`src/fcp_consts.vh`:
```
// Constants of the flash command-parameter block.
// Included by the design files; definitions only.
`ifndef FCP_CONSTS_VH
`define FCP_CONSTS_VH
// ----------------------------------------------------------------
// Register byte offsets
// ----------------------------------------------------------------
`define FCP_OFF_STATUS 12'h000
`define FCP_OFF_INDEX 12'h004
`define FCP_OFF_PARAM 12'h008
`define FCP_OFF_RSV 12'h00c
`define FCP_OFF_IRQ_STAT 12'h010
`define FCP_OFF_IRQ_MASK 12'h014
// ----------------------------------------------------------------
// Status fields and reset values
// ----------------------------------------------------------------
`define FCP_ST_CCF 7
`define FCP_ST_ACCERR 5
`define FCP_ST_VIOL 4
`define FCP_ST_VERR 0
`define FCP_IRQ_DONE 0
`define FCP_IRQ_ERR 1
`define FCP_IDX_RST 3'h0
`define FCP_PARAM_RST 16'h0000
// ----------------------------------------------------------------
// Parameter array indices and command fields
// ----------------------------------------------------------------
`define FCP_IDX_CMD 3'h0
`define FCP_IDX_ADDR 3'h1
`define FCP_IDX_LAST 3'h5
`define FCP_CMD_HI 15
`define FCP_CMD_LO 8
`define FCP_CMD_ONCE 8'h07
`define FCP_ONCE_MAX 16'h0007
`define FCP_INVALID_RD 16'hffff
// ----------------------------------------------------------------
// Timing
// ----------------------------------------------------------------
`define FCP_PROG_NS 40000
`define FCP_CLK_NS 40
`endif

```
`src/fcp_ctrl.v`:
```
// Flash command-parameter array and one-time-program sequencer.
// Assumes a single AHB-Lite master; hready is this slave's hreadyout.
// Notes on behaviour
// RULE_01 - Program once checks the phrase is blank, programs, reads back.
// RULE_02 - The complete flag stays low until program and verify finish.
// RULE_03 - A phrase already programmed is never programmed again.
// RULE_04 - Software gives a phrase index from 0 to 7.
// RULE_05 - Reads of flash block 0 return invalid data during the command.
// RULE_06 - Results in the array are valid once the complete flag is one.
// RULE_07 - Writes at indices 6 and 7 are dropped and those read zero.
// RULE_08 - Index 0 high byte holds the command code.
// RULE_09 - Global address spans index 0 low byte and index 1.
// RULE_10 - Data words 0 to 3 sit at indices 2 to 5.
// RULE_11 - The factory test register reads zero and ignores writes.
// RULE_12 - Software programs a phrase once and not from block 0 code.
// RULE_13 - A failed blank check skips programming, flags an error, ends.
//
// The AHB-Lite slave port and the register offsets are this design's own decisions.
`timescale 1ns/1ps
`include "fcp_consts.vh"
module fcp_ctrl #(
  parameter PROG_CYC = (`FCP_PROG_NS + `FCP_CLK_NS - 1) / `FCP_CLK_NS
) (
  input wire hclk, // Bus clock
  input wire hresetn, // Async reset, active low
  input wire hsel, // Slave select
  input wire [11:0] haddr, // Byte address
  input wire [1:0] htrans, // Transfer type
  input wire hwrite, // Write when high
  input wire [2:0] hsize, // Transfer size
  input wire hready, // Bus ready
  input wire [31:0] hwdata, // Write data
  output wire [31:0] hrdata, // Read data
  output wire hreadyout, // Slave ready
  output wire hresp, // Always OKAY
  input wire blk0_rd, // Read request into flash block 0
  input wire [15:0] blk0_rdata_in, // Array data of block 0
  output reg [15:0] blk0_rdata, // Data returned to the reader
  output wire busy, // Command in progress
  output wire irq // Level interrupt
);
  // ----------------------------------------------------------------
  // States
  // ----------------------------------------------------------------
  localparam S_IDLE = 3'd0;
  localparam S_BLANK = 3'd1;
  localparam S_CHECK = 3'd2;
  localparam S_PROG = 3'd3;
  localparam S_VREAD = 3'd4;
  localparam S_VERIFY = 3'd5;
  localparam S_DONE = 3'd6;

  reg [2:0] state_q;
  reg [15:0] param_q [0:5];
  reg [2:0] idx_q;
  reg ccf_q;
  reg accerr_q;
  reg viol_q;
  reg verr_q;
  reg [1:0] irq_stat_q;
  reg [1:0] irq_mask_q;
  reg [31:0] cnt_q;
  reg wr_ph_q;
  reg rd_ph_q;
  reg [11:0] ph_addr_q;
  reg [31:0] rdata_q;
  reg ev_done;
  reg ev_err;
  wire [63:0] mem_rdata;
  wire [63:0] phrase;
  wire mem_wen;
  wire launch;
  wire acc;
  integer k;

  // ----------------------------------------------------------------
  // Bus decode
  // ----------------------------------------------------------------
  assign acc = hsel & hready & htrans[1];
  assign hreadyout = 1'b1;
  assign hresp = 1'b0;
  assign hrdata = rdata_q;
  assign busy = ~ccf_q;

  // Capture address phase
  always @(posedge hclk or negedge hresetn) begin
    if (!hresetn) begin
      wr_ph_q <= 1'b0;
      rd_ph_q <= 1'b0;
      ph_addr_q <= 12'h000;
    end else begin
      wr_ph_q <= acc & hwrite;
      rd_ph_q <= acc & ~hwrite;
      ph_addr_q <= haddr;
    end
  end

  // Writing one to the complete flag while idle launches a command
  assign launch = wr_ph_q & (ph_addr_q == `FCP_OFF_STATUS) &
                  hwdata[`FCP_ST_CCF] & ccf_q;

  // Phrase built from data words 0 to 3, word 0 highest [RULE_10]
  assign phrase = {param_q[2], param_q[3], param_q[4], param_q[5]};

  // ----------------------------------------------------------------
  // Register read mux
  // ----------------------------------------------------------------
  always @(posedge hclk or negedge hresetn) begin
    if (!hresetn) begin
      rdata_q <= 32'h00000000;
    end else if (acc & ~hwrite) begin
      case (haddr)
        `FCP_OFF_STATUS: rdata_q <= {24'h000000, ccf_q, 1'b0, accerr_q,
                                     viol_q, 3'h0, verr_q};
        `FCP_OFF_INDEX: rdata_q <= {29'h00000000, idx_q};
        // Unimplemented indices read zero [RULE_07]
        `FCP_OFF_PARAM: rdata_q <= (idx_q > `FCP_IDX_LAST) ? 32'h00000000 :
                                   {16'h0000, param_q[idx_q]}; // [RULE_06]
        `FCP_OFF_RSV: rdata_q <= 32'h00000000; // [RULE_11]
        `FCP_OFF_IRQ_STAT: rdata_q <= {30'h00000000, irq_stat_q};
        `FCP_OFF_IRQ_MASK: rdata_q <= {30'h00000000, irq_mask_q};
        default: rdata_q <= 32'h00000000;
      endcase
    end
  end

  // ----------------------------------------------------------------
  // Parameter array and index
  // ----------------------------------------------------------------
  // Cmd code at index 0 high byte, address in 0 low and 1 [RULE_08]
  // Bit 7 of index 0 low byte is forced zero [RULE_09]
  always @(posedge hclk or negedge hresetn) begin
    if (!hresetn) begin
      idx_q <= `FCP_IDX_RST;
      for (k = 0; k < 6; k = k + 1) begin
        param_q[k] <= `FCP_PARAM_RST;
      end
    end else if (wr_ph_q & ccf_q) begin
      if (ph_addr_q == `FCP_OFF_INDEX) begin
        idx_q <= hwdata[2:0];
      end
      // Writes at indices 6 and 7 dropped [RULE_07]
      if ((ph_addr_q == `FCP_OFF_PARAM) && (idx_q <= `FCP_IDX_LAST)) begin
        if (idx_q == `FCP_IDX_CMD) begin
          param_q[idx_q] <= {hwdata[15:8], 1'b0, hwdata[6:0]}; // [RULE_09]
        end else begin
          param_q[idx_q] <= hwdata[15:0];
        end
      end
    end
  end

  // ----------------------------------------------------------------
  // One-time-program sequencer
  // ----------------------------------------------------------------
  assign mem_wen = (state_q == S_PROG) && (cnt_q == 32'd0);

  always @(posedge hclk or negedge hresetn) begin
    if (!hresetn) begin
      state_q <= S_IDLE;
      ccf_q <= 1'b1;
      accerr_q <= 1'b0;
      viol_q <= 1'b0;
      verr_q <= 1'b0;
      cnt_q <= 32'd0;
    end else begin
      case (state_q)
        S_IDLE: begin
          if (wr_ph_q && (ph_addr_q == `FCP_OFF_STATUS) && ccf_q) begin
            // Writing one clears stale ACCERR and VIOL flags
            if (hwdata[`FCP_ST_ACCERR]) begin
              accerr_q <= 1'b0;
            end
            if (hwdata[`FCP_ST_VIOL]) begin
              viol_q <= 1'b0;
            end
          end
          if (launch) begin
            ccf_q <= 1'b0; // [RULE_02]
            verr_q <= 1'b0;
            // Bad code, index out of range or not at last index
            if ((param_q[0][`FCP_CMD_HI:`FCP_CMD_LO] != `FCP_CMD_ONCE) ||
                (param_q[1] > `FCP_ONCE_MAX) ||
                (idx_q != `FCP_IDX_LAST)) begin
              accerr_q <= 1'b1;
              state_q <= S_DONE;
            end else begin
              state_q <= S_BLANK; // [RULE_01]
            end
          end
        end
        S_BLANK: begin
          state_q <= S_CHECK;
        end
        S_CHECK: begin
          // Already programmed: refuse and finish [RULE_03] [RULE_13]
          if (mem_rdata != {64{1'b1}}) begin
            viol_q <= 1'b1;
            state_q <= S_DONE;
          end else begin
            cnt_q <= PROG_CYC - 1;
            state_q <= S_PROG;
          end
        end
        S_PROG: begin
          if (cnt_q == 32'd0) begin
            state_q <= S_VREAD; // [RULE_01]
          end else begin
            cnt_q <= cnt_q - 32'd1;
          end
        end
        S_VREAD: begin
          state_q <= S_VERIFY;
        end
        S_VERIFY: begin
          if (mem_rdata != phrase) begin
            verr_q <= 1'b1;
          end
          state_q <= S_DONE;
        end
        S_DONE: begin
          ccf_q <= 1'b1; // [RULE_02]
          state_q <= S_IDLE;
        end
        default: begin
          state_q <= S_IDLE;
        end
      endcase
    end
  end

  // Phrase store; launch rejects an index above 7 with ACCERR [RULE_04]
  fcp_once_mem #(
    .AW(3),
    .DW(64)
  ) u_mem (
    .hclk(hclk),
    .addr(param_q[1][2:0]),
    .wen(mem_wen),
    .wdata(phrase),
    .rdata(mem_rdata)
  );

  // ----------------------------------------------------------------
  // Block 0 read path
  // ----------------------------------------------------------------
  always @(posedge hclk or negedge hresetn) begin
    if (!hresetn) begin
      blk0_rdata <= 16'h0000;
    end else if (blk0_rd) begin
      blk0_rdata <= ccf_q ? blk0_rdata_in : `FCP_INVALID_RD; // [RULE_05]
    end
  end

  // ----------------------------------------------------------------
  // Interrupts
  // ----------------------------------------------------------------
  always @* begin
    ev_done = (state_q == S_DONE);
    ev_err = (state_q == S_DONE) & (accerr_q | viol_q | verr_q);
  end

  // Sticky bits, write one to clear, set wins
  always @(posedge hclk or negedge hresetn) begin
    if (!hresetn) begin
      irq_stat_q <= 2'h0;
      irq_mask_q <= 2'h0;
    end else begin
      if (wr_ph_q && (ph_addr_q == `FCP_OFF_IRQ_MASK)) begin
        irq_mask_q <= hwdata[1:0];
      end
      irq_stat_q <= (irq_stat_q &
                    ~((wr_ph_q && (ph_addr_q == `FCP_OFF_IRQ_STAT)) ?
                      hwdata[1:0] : 2'h0)) |
                    {ev_err, ev_done};
    end
  end

  assign irq = |(irq_stat_q & irq_mask_q);
endmodule

```
`src/fcp_once_mem.v`:
```
// Small memory holding the eight one-time-programmable phrases.
// Assumes one clock; read data come out of a register.
`timescale 1ns/1ps
module fcp_once_mem #(
  parameter AW = 3,
  parameter DW = 64
) (
  input wire hclk, // Clock
  input wire [AW-1:0] addr, // Phrase index
  input wire wen, // Write strobe
  input wire [DW-1:0] wdata, // Phrase to store
  output reg [DW-1:0] rdata // Registered read data
);
  reg [DW-1:0] mem_q [0:(1<<AW)-1];
  integer i;

  // Start erased so blank checks pass
  initial begin
    for (i = 0; i < (1<<AW); i = i + 1) begin
      mem_q[i] = {DW{1'b1}};
    end
  end

  // Write port and registered read port
  always @(posedge hclk) begin
    if (wen) begin
      mem_q[addr] <= wdata;
    end
    rdata <= mem_q[addr];
  end
endmodule
```
`config.mk`:
```
export PLATFORM = sky130hd
export DESIGN_NAME = fcp_ctrl
export DESIGN_NICKNAME = d
export VERILOG_FILES = /design/src/fcp_ctrl.v /design/src/fcp_once_mem.v
export VERILOG_INCLUDE_DIRS = /design/src
export SDC_FILE = /design/constraint.sdc
export NUM_CORES = 1
export LEC_CHECK = 0
export ABC_AREA = 1
export BUFFER_PORTS_ARGS = -buffer_cell sky130_fd_sc_hd__buf_2
export CAP_MARGIN = 20
export CORE_ASPECT_RATIO = 1.75
export CORE_UTILIZATION = 62
export CTS_BUF_LIST = sky130_fd_sc_hd__clkbuf_16
export CTS_CLUSTER_SIZE = 28
export DETAILED_ROUTE_END_ITERATION = 7
export PLACE_DENSITY_LB_ADDON = 0.2
export SYNTH_ARGS = -nofsm -noshare
export SYNTH_HDL_FRONTEND = slang
export SYNTH_HIERARCHICAL = 1
export SYNTH_SLANG_ARGS = --single-unit
```
`constraint.sdc`:
```
create_clock -name hclk -period 7.3 [get_ports hclk]
set_input_delay 1.825 -clock hclk [delete_from_list [all_inputs] [get_ports hclk]]
set_output_delay 1.825 -clock hclk [all_outputs]
set_load 0.03 [all_outputs]
```
==> impl_metrics.prom, run 1 <==
# TYPE chip_impl_metric gauge
chip_impl_info{name="crit_path_start_kind",value="flip-flop"} 1
chip_impl_metric{name="highest_net_fanout_along_the_worst_path",unit=""} 110
chip_impl_metric{name="drt_first_pass_iters",unit=""} 6
chip_impl_info{name="synth_flop_cell",value="edfxtp_1"} 1
chip_impl_metric{name="post_synth_instance_area",unit="µm²"} 33500
chip_impl_metric{name="maxClockFrequency",unit="MHz"} 256
chip_impl_metric{name="final.min_clock_period",unit="ps"} 3910
chip_impl_metric{name="clock_tree.buffer_depth",unit=""} 3
chip_impl_metric{name="final_core_utilization",unit="%"} 68.9
chip_impl_metric{name="viasPerCell",unit=""} 5.45
chip_impl_metric{name="layout.nets",unit=""} 3836
chip_impl_metric{name="power.internal",unit="mW"} 6.95
chip_impl_metric{name="num_vias",unit=""} 24500
chip_impl_info{name="rsz0062_at_grt",value="false"} 1
chip_impl_info{name="post-synth-top-area-cell",value="edfxtp_1"} 1
chip_impl_metric{name="synth-seq-cells",unit=""} 763
chip_impl_metric{name="clock_latency",unit="ps"} 600
chip_impl_metric{name="fin_total_pwr",unit="mW"} 8.79
chip_impl_metric{name="max_slew.worst_pin.slew",unit="ps"} 1190
chip_impl_metric{name="top_level_ports",unit=""} 123
chip_impl_info{name="yosysMostFrequentCell",value="nand2_1"} 1
chip_impl_metric{name="r2r_slack",unit="ps"} 3390
chip_impl_metric{name="grt_pass1_vias",unit=""} 23500
chip_impl_metric{name="route.detailed.drc",unit=""} 0
chip_impl_info{name="crit-reg2reg-capture",value="u_mem/mem_q[6][53]"} 1
chip_impl_metric{name="post_synth_num_cell_types",unit=""} 39
chip_impl_metric{name="fin_crit_sh",unit="%"} 53.6
chip_impl_metric{name="overflow",unit=""} 0
chip_impl_metric{name="worst_ir_drop_vdd",unit="V"} 0.000206
chip_impl_metric{name="critPathRequiredTime",unit="ps"} 7510
chip_impl_metric{name="drt_wl_total",unit="mm"} 83.6
chip_impl_metric{name="detailedRoute.firstIterationViolations",unit=""} 2210
chip_impl_metric{name="io_buffers",unit=""} 84
chip_impl_metric{name="h-tree-depth",unit=""} 3
chip_impl_metric{name="ys_async_sr_fraction",unit="%"} 24.5
chip_impl_info{name="timing.hold.worst.class",value="flip-flop to flip-flop"} 1
chip_impl_info{name="cts_tree",value="done"} 1
chip_impl_metric{name="total_clock_sinks",unit=""} 763
chip_impl_metric{name="worstPathArrival",unit="ps"} 4120
chip_impl_metric{name="cap_violations",unit=""} 0
chip_impl_metric{name="setup_tns_after_final_layout",unit="ps"} 0
chip_impl_metric{name="worstRegToRegCells",unit=""} 4
chip_impl_metric{name="fp.dieArea",unit="µm²"} 55100
chip_impl_metric{name="gr-usage-all-layers",unit="%"} 31.1
chip_impl_metric{name="skew",unit="ps"} 23.4
chip_impl_metric{name="synth-edff-count",unit=""} 512
chip_impl_metric{name="clock_pin_slew_on_the_worst_setup_and_hold_paths",unit="ps"} 70
chip_impl_metric{name="pwr-share-clk",unit="%"} 43.4
chip_impl_metric{name="diodes",unit=""} 0
chip_impl_info{name="path_class",value="flip-flop to flip-flop"} 1
chip_impl_info{name="synth_top_cells_by_count",value="1522 x nand2_1, 512 x edfxtp_1, 507 x inv_1, 261 x nor2_1, 207 x nand3_1"} 1
chip_impl_metric{name="antenna_found_initial",unit=""} 1
chip_impl_info{name="clk_root_buffer_cell",value="clkbuf_16"} 1
chip_impl_metric{name="synthesis.instances",unit=""} 3713
chip_impl_metric{name="die_w",unit="µm"} 178
chip_impl_metric{name="hold_viol_final",unit=""} 0
chip_impl_metric{name="cts_setup_buffers",unit=""} 0
chip_impl_metric{name="die-height",unit="µm"} 310
chip_impl_metric{name="syn_avg_cell_area",unit="µm²"} 9.03
chip_impl_metric{name="synth.yosys.warnings",unit=""} 6
chip_impl_info{name="cp-end-kind",value="flip-flop"} 1
chip_impl_metric{name="area_growth_syn_to_layout",unit="%"} 9.69
chip_impl_metric{name="row_count",unit=""} 112
chip_impl_metric{name="power_density",unit="nW/µm²"} 239
chip_impl_metric{name="power_leakage",unit="nW"} 18.4
chip_impl_metric{name="max_slew_margin",unit="%"} 20.5
chip_impl_metric{name="holdBufCountCts",unit=""} 0
chip_impl_info{name="netlist_top_cells_area",value="edfxtp_1 46%, nand2_1 17%, dfrtp_1 14%"} 1
chip_impl_info{name="run_status",value="completed"} 1
chip_impl_metric{name="cts.repair.resized",unit=""} 0
chip_impl_metric{name="first_pass_grt_wire_length",unit="mm"} 127
chip_impl_metric{name="place.gp.congestion",unit=""} 0.947
chip_impl_metric{name="number_of_setup_violations_in_the_final_report",unit=""} 0
chip_impl_metric{name="netSwitchingFraction",unit="%"} 21.0
chip_impl_metric{name="seqPwrFrac",unit="%"} 52.7
chip_impl_metric{name="routed_wire_length_per_instance",unit="µm"} 18.6
chip_impl_metric{name="cts-buffers-inserted",unit=""} 68
chip_impl_metric{name="seq_area_frac_synth",unit="%"} 63.6
chip_impl_metric{name="timing.hold.worst_path_depth",unit=""} 2
chip_impl_metric{name="relative_contribution_of_combinational_cells_to_total_power",unit="%"} 3.9
chip_impl_metric{name="netSwitchingPower",unit="mW"} 1.84
chip_impl_metric{name="top_cell_type_s_share_of_synthesized_area",unit="%"} 45.8
chip_impl_metric{name="grt_max_degree",unit=""} 173
chip_impl_metric{name="final-max-slew-violation-count",unit=""} 0
chip_impl_metric{name="floorplan.core_area",unit="µm²"} 53400
chip_impl_metric{name="post_route_cells_drive_above_1_share",unit="%"} 6.58
chip_impl_metric{name="dp_hpwl",unit="mm"} 49.8
chip_impl_metric{name="starting_density_of_the_core",unit="%"} 62.8
chip_impl_metric{name="antenna_violating_nets_post_route",unit=""} 0
## critical path, cell delays in order, from the launching register on
cell	delay, ps
dfrtp_4	830
inv_8	680
nand2_1	400
nor2_4	750
buf_4	770
## kinds of logic (layout without fill, tap and decap cells)
group,Yosys count,count (layout),share of synthesized area (%)
compound gates,207,207,3.32
buf+inv,666,753,8.24
xor+xnor,16,16,0.418
other cells,2,18,0.0224
simple gates,2057,2057,24.3
fa+ha+maj,2,2,0.0746
flops,763,763,63.6
## worst max-delay path by stage
| stage | start | endpoint | slack (ps) |
|---|---|---|---|
| detailed placement | flip-flop | u_mem/mem_q[6][42] | 3400 |
| finish | flip-flop | u_mem/mem_q[6][53] | 3390 |
| floorplan | state_q[2] | u_mem/mem_q[1][0] | 1000 |
| global placement | flip-flop | u_mem/mem_q[6][53] | 3420 |
| global route | flip-flop | u_mem/mem_q[6][53] | 3240 |
| CTS | flip-flop | u_mem/mem_q[6][53] | 3380 |
## layout make-up
cell class	instances	area (µm²)
timing repair buffer	118	709
tap	684	856
inverter	512	1930
clock inverter	49	543
clock buffer	74	1850
multi-input combinational	2300	9560
fill	3976	16600
sequential	763	21300
## per-layer routing
metal	track usage (%)	vias to the layer above	part of all wire (%)
li1	-	11700	-
met1	35.9	11500	36
met2	54.0	1033	51
met3	4.40	287	7.1
met4	20.1	2	6.1
met5	0	-	0.016
## per-stage QoR
stage	setup slack (ps)	std cells	hold WS, ps	area, µm²
after floorplan	1000	3729	437	33600
after global placement	3420	4377	451	34400
after detailed placement	3400	4377	473	34400
after CTS	3380	4500	490	36800
after global routing	3240	4500	512	36800
final	3390	4500	489	36800
## power groups by stage
stage / logic, mW / clock network [mW] / registers [mW]
2_1_floorplan: 0.208 / 0 / 4.74
3_3_place_gp: 0.334 / 0 / 4.72
3_5_place_dp: 0.338 / 0 / 4.72
4_1_cts: 0.341 / 3.85 / 4.63
5_1_grt: 0.380 / 4.01 / 4.64
6_report: 0.342 / 3.82 / 4.63
## cell usage in the layout, fill, tap and decap left out, types with 18 or more instances in the layout
master	netlist	routed
nand2_1	1522	1522
inv_1	507	512
edfxtp_1	512	512
nor2_1	261	255
nand3_1	207	207
dfrtp_1	186	183
o21ai_0	138	138
buf_2	74	83
clkbuf_16	0	74
dfxtp_1	64	64
nand4_1	36	36
buf_4	43	32
a21oi_1	29	29
o211ai_1	22	22
conb_1	2	18
Power figures use the tool's default switching activity.
==> inputs of run 2 (changes only) <==
Settings changed: ABC_AREA 1 to 0, CORE_UTILIZATION 62 to 61.
Clock period 7.3 ns to 4 ns, I/O delays scaled along.
==> run 2 against run 1 <==
Maximum frequency rose by 15%. Power rose by 86%. Sequential share of layout area rose by 5.1 points. Wire length fell by 9.9%. Die area fell by 7.8%. Sequential cell count did not move. Synthesized cell count fell by 49%. Clock-buffer cell count fell by 9. Via count fell by 29%. Global-route usage fell by 0.45 points. Cell area fell by 8.1%. Worst setup slack got worse by 2800 ps. Largest cell class unchanged. Largest power group unchanged. Highest routed layer is now met4.
==> impl_metrics.prom, run 2 <==
# TYPE chip_impl_metric gauge
chip_impl_metric{name="number_of_setup_violations_in_the_final_report",unit=""} 0
chip_impl_metric{name="routed_wire_length_per_instance",unit="µm"} 28.0
chip_impl_metric{name="starting_density_of_the_core",unit="%"} 62.1
chip_impl_metric{name="highest_net_fanout_along_the_worst_path",unit=""} 16
chip_impl_metric{name="hold_viol_final",unit=""} 0
chip_impl_metric{name="max_slew.worst_pin.slew",unit="ps"} 1030
chip_impl_metric{name="worstRegToRegCells",unit=""} 9
chip_impl_metric{name="cts.repair.resized",unit=""} 0
chip_impl_metric{name="worst_ir_drop_vdd",unit="V"} 0.000456
chip_impl_metric{name="cts-buffers-inserted",unit=""} 61
chip_impl_metric{name="synth-adder-area-share",unit="%"} 0.0823
chip_impl_metric{name="stdcell_count",unit=""} 2695
chip_impl_metric{name="cap_violations",unit=""} 0
chip_impl_metric{name="worstPathArrival",unit="ps"} 3690
chip_impl_info{name="rsz0062_at_grt",value="false"} 1
chip_impl_metric{name="post_synth_num_cell_types",unit=""} 71
chip_impl_metric{name="io_buffers",unit=""} 84
chip_impl_metric{name="synth-xor-area-share",unit="%"} 1.93
chip_impl_metric{name="first_pass_grt_wire_length",unit="mm"} 113
chip_impl_metric{name="fin_total_pwr",unit="mW"} 16.3
chip_impl_metric{name="clock_latency",unit="ps"} 630
chip_impl_metric{name="synth.yosys.warnings",unit=""} 6
chip_impl_metric{name="seq_area_frac_synth",unit="%"} 70.2
chip_impl_metric{name="synthMuxAreaShare",unit="%"} 13.4
chip_impl_metric{name="final-max-slew-violation-count",unit=""} 0
chip_impl_info{name="post-synth-top-area-cell",value="edfxtp_1"} 1
chip_impl_metric{name="layout.nets",unit=""} 2061
chip_impl_info{name="run_status",value="completed"} 1
chip_impl_metric{name="relative_contribution_of_combinational_cells_to_total_power",unit="%"} 8.1
chip_impl_info{name="path_class",value="flip-flop to flip-flop"} 1
chip_impl_metric{name="synth-edff-count",unit=""} 512
chip_impl_info{name="crit_path_start_kind",value="flip-flop"} 1
chip_impl_info{name="timing.hold.worst.class",value="input pin to async pin"} 1
chip_impl_metric{name="r2r_slack",unit="ps"} 590
chip_impl_metric{name="power_leakage",unit="nW"} 13.1
chip_impl_metric{name="route.detailed.drc",unit=""} 0
chip_impl_metric{name="drt_wl_total",unit="mm"} 75.4
chip_impl_metric{name="floorplan.core_area",unit="µm²"} 49000
chip_impl_metric{name="viasPerCell",unit=""} 6.49
chip_impl_info{name="mostFrequentLayoutCell",value="edfxtp_1"} 1
chip_impl_metric{name="row_count",unit=""} 107
chip_impl_metric{name="netSwitchingFraction",unit="%"} 24.0
chip_impl_metric{name="ys_async_sr_fraction",unit="%"} 24.5
chip_impl_metric{name="setup_slack",unit="ps"} 591
chip_impl_metric{name="post_route_cells_drive_above_1_share",unit="%"} 28.2
chip_impl_metric{name="critPathRequiredTime",unit="ps"} 4280
chip_impl_info{name="synth_top_cells_by_count",value="512 x edfxtp_1, 259 x mux2_2, 186 x dfrtp_1, 110 x o21ai_0, 74 x nand2_1"} 1
chip_impl_metric{name="power_density",unit="nW/µm²"} 483
chip_impl_metric{name="place.gp.congestion",unit=""} 0.955
chip_impl_info{name="cp-end-kind",value="flip-flop"} 1
chip_impl_metric{name="die_w",unit="µm"} 171
chip_impl_metric{name="grt_pass1_vias",unit=""} 18200
chip_impl_metric{name="dp_worst_setup_slack",unit="ps"} 680
chip_impl_metric{name="post-place-cells",unit=""} 2578
chip_impl_metric{name="clock_pin_slew_on_the_worst_setup_and_hold_paths",unit="ps"} 70
chip_impl_info{name="critical_r2r_launch",value="cnt_q[0]"} 1
chip_impl_metric{name="pwr-share-clk",unit="%"} 37.0
chip_impl_metric{name="area_growth_syn_to_layout",unit="%"} 11.1
chip_impl_metric{name="clock_tree.buffer_depth",unit=""} 3
chip_impl_metric{name="synthesis.instances",unit=""} 1879
chip_impl_info{name="largest_family_of_logic_cells_by_synthesized_area",value="multiplexers"} 1
chip_impl_metric{name="fin_crit_sh",unit="%"} 85.2
chip_impl_info{name="yosysMostFrequentCell",value="edfxtp_1"} 1
chip_impl_metric{name="syn_avg_cell_area",unit="µm²"} 16.2
chip_impl_metric{name="dp_hpwl",unit="mm"} 48.7
chip_impl_info{name="layout_common_cells",value="512 x edfxtp_1, 259 x mux2_2, 182 x dfrtp_1"} 1
chip_impl_metric{name="share_of_the_synthesized_area_in_compound_gates_ao_oa_aoi_oai",unit="%"} 6.99
chip_impl_metric{name="h-tree-depth",unit=""} 2
chip_impl_metric{name="detailedRoute.firstIterationViolations",unit=""} 1774
chip_impl_info{name="synth_flop_cell",value="edfxtp_1"} 1
chip_impl_metric{name="grt_max_degree",unit=""} 99
chip_impl_info{name="crit-reg2reg-capture",value="u_mem/mem_q[5][59]"} 1
chip_impl_metric{name="antenna_found_initial",unit=""} 0
chip_impl_metric{name="maxClockFrequency",unit="MHz"} 293
chip_impl_metric{name="top_level_ports",unit=""} 123
chip_impl_metric{name="total_clock_sinks",unit=""} 763
chip_impl_metric{name="netSwitchingPower",unit="mW"} 3.91
chip_impl_metric{name="setup_tns_after_final_layout",unit="ps"} 0
chip_impl_metric{name="synth-simple-area-share",unit="%"} 5.06
chip_impl_metric{name="seqPwrFrac",unit="%"} 54.9
chip_impl_metric{name="fp.dieArea",unit="µm²"} 50800
chip_impl_info{name="cts_tree",value="done"} 1
chip_impl_metric{name="antenna_violating_nets_post_route",unit=""} 0
chip_impl_metric{name="cts_setup_buffers",unit=""} 0
chip_impl_metric{name="power.internal",unit="mW"} 12.4
chip_impl_info{name="clk_root_buffer_cell",value="clkbuf_16"} 1
chip_impl_metric{name="num_vias",unit=""} 17500
chip_impl_metric{name="die-height",unit="µm"} 297
chip_impl_metric{name="holdBufCountCts",unit=""} 0
chip_impl_metric{name="overflow",unit=""} 0
chip_impl_metric{name="post_synth_instance_area",unit="µm²"} 30400
chip_impl_metric{name="gr-usage-all-layers",unit="%"} 30.7
chip_impl_metric{name="skew",unit="ps"} 35.6
chip_impl_metric{name="final_core_utilization",unit="%"} 69.0
chip_impl_metric{name="final.min_clock_period",unit="ps"} 3410
chip_impl_metric{name="top_cell_type_s_share_of_synthesized_area",unit="%"} 50.6
chip_impl_metric{name="max_slew_margin",unit="%"} 31.5
chip_impl_metric{name="drt_first_pass_iters",unit=""} 8
chip_impl_metric{name="synth-seq-cells",unit=""} 763
chip_impl_info{name="netlist_top_cells_area",value="edfxtp_1 51%, dfrtp_1 15%, mux2_2 9.6%"} 1
## run 2: routing by layer
metal	global-route usage (%)	routed length, µm	vias up
met5	0	0	-
met4	15.2	3850	0
met3	2.85	4330	205
met2	54.5	40200	776
met1	37.1	27000	8970
li1	-	-	7547
## run 2: kinds of logic (layout without fill, tap and decap cells)
group | count (synthesis) | in the layout
flops | 763 | 763
other cells | 2 | 19
simple gates | 270 | 270
fa+ha+maj | 2 | 2
buf+inv | 141 | 286
mux | 332 | 332
compound gates | 302 | 302
xor+xnor | 67 | 67
## run 2: worst max-delay path by stage
stage	slack, ps	cells past startpoint	endpoint	start
after floorplan	-880	6	u_mem/mem_q[7][0]	cnt_q[29]
after global placement	700	9	u_mem/mem_q[1][50]	cnt_q[0]
after detailed placement	680	9	u_mem/mem_q[5][40]	cnt_q[0]
after CTS	650	9	u_mem/mem_q[5][40]	cnt_q[0]
after global routing	370	9	u_mem/mem_q[5][63]	cnt_q[0]
final	590	9	u_mem/mem_q[5][59]	cnt_q[0]
## run 2: cell type report
cell class / instances / area (µm²)
Fill cell: 3282 / 15200
Sequential cell: 763 / 21300
Clock buffer: 65 / 1630
Inverter: 29 / 109
Antenna cell: 1 / 2.50
Timing Repair Buffer: 142 / 987
Multi-Input combinational cell: 991 / 8520
Clock inverter: 50 / 392
Tap cell: 654 / 818
## run 2: power groups by stage
stage	Clock, mW	Sequential (mW)	Combinational, mW
floorplan	0	8.99	0.911
global placement	0	9.09	1.27
detailed placement	0	9.11	1.30
CTS	6.09	8.94	1.31
global route	6.37	8.98	1.44
finish	6.04	8.95	1.32
## run 2: critical path, cell delays in order (launching register included)
cell     delay [ps]
dfrtp_1         400
inv_1           140
ha_1            160
nor4b_1         380
and4b_1         310
nand2_1         110
nor3_1          420
nand2_1         350
nor3_4          410
buf_4           370
## run 2: through the flow
stage | cell area, µm² | hold slack [ps]
floorplan | 30500 | 435
global placement | 31800 | 442
detailed placement | 31800 | 457
CTS | 33800 | 465
global route | 33800 | 492
finish | 33800 | 408
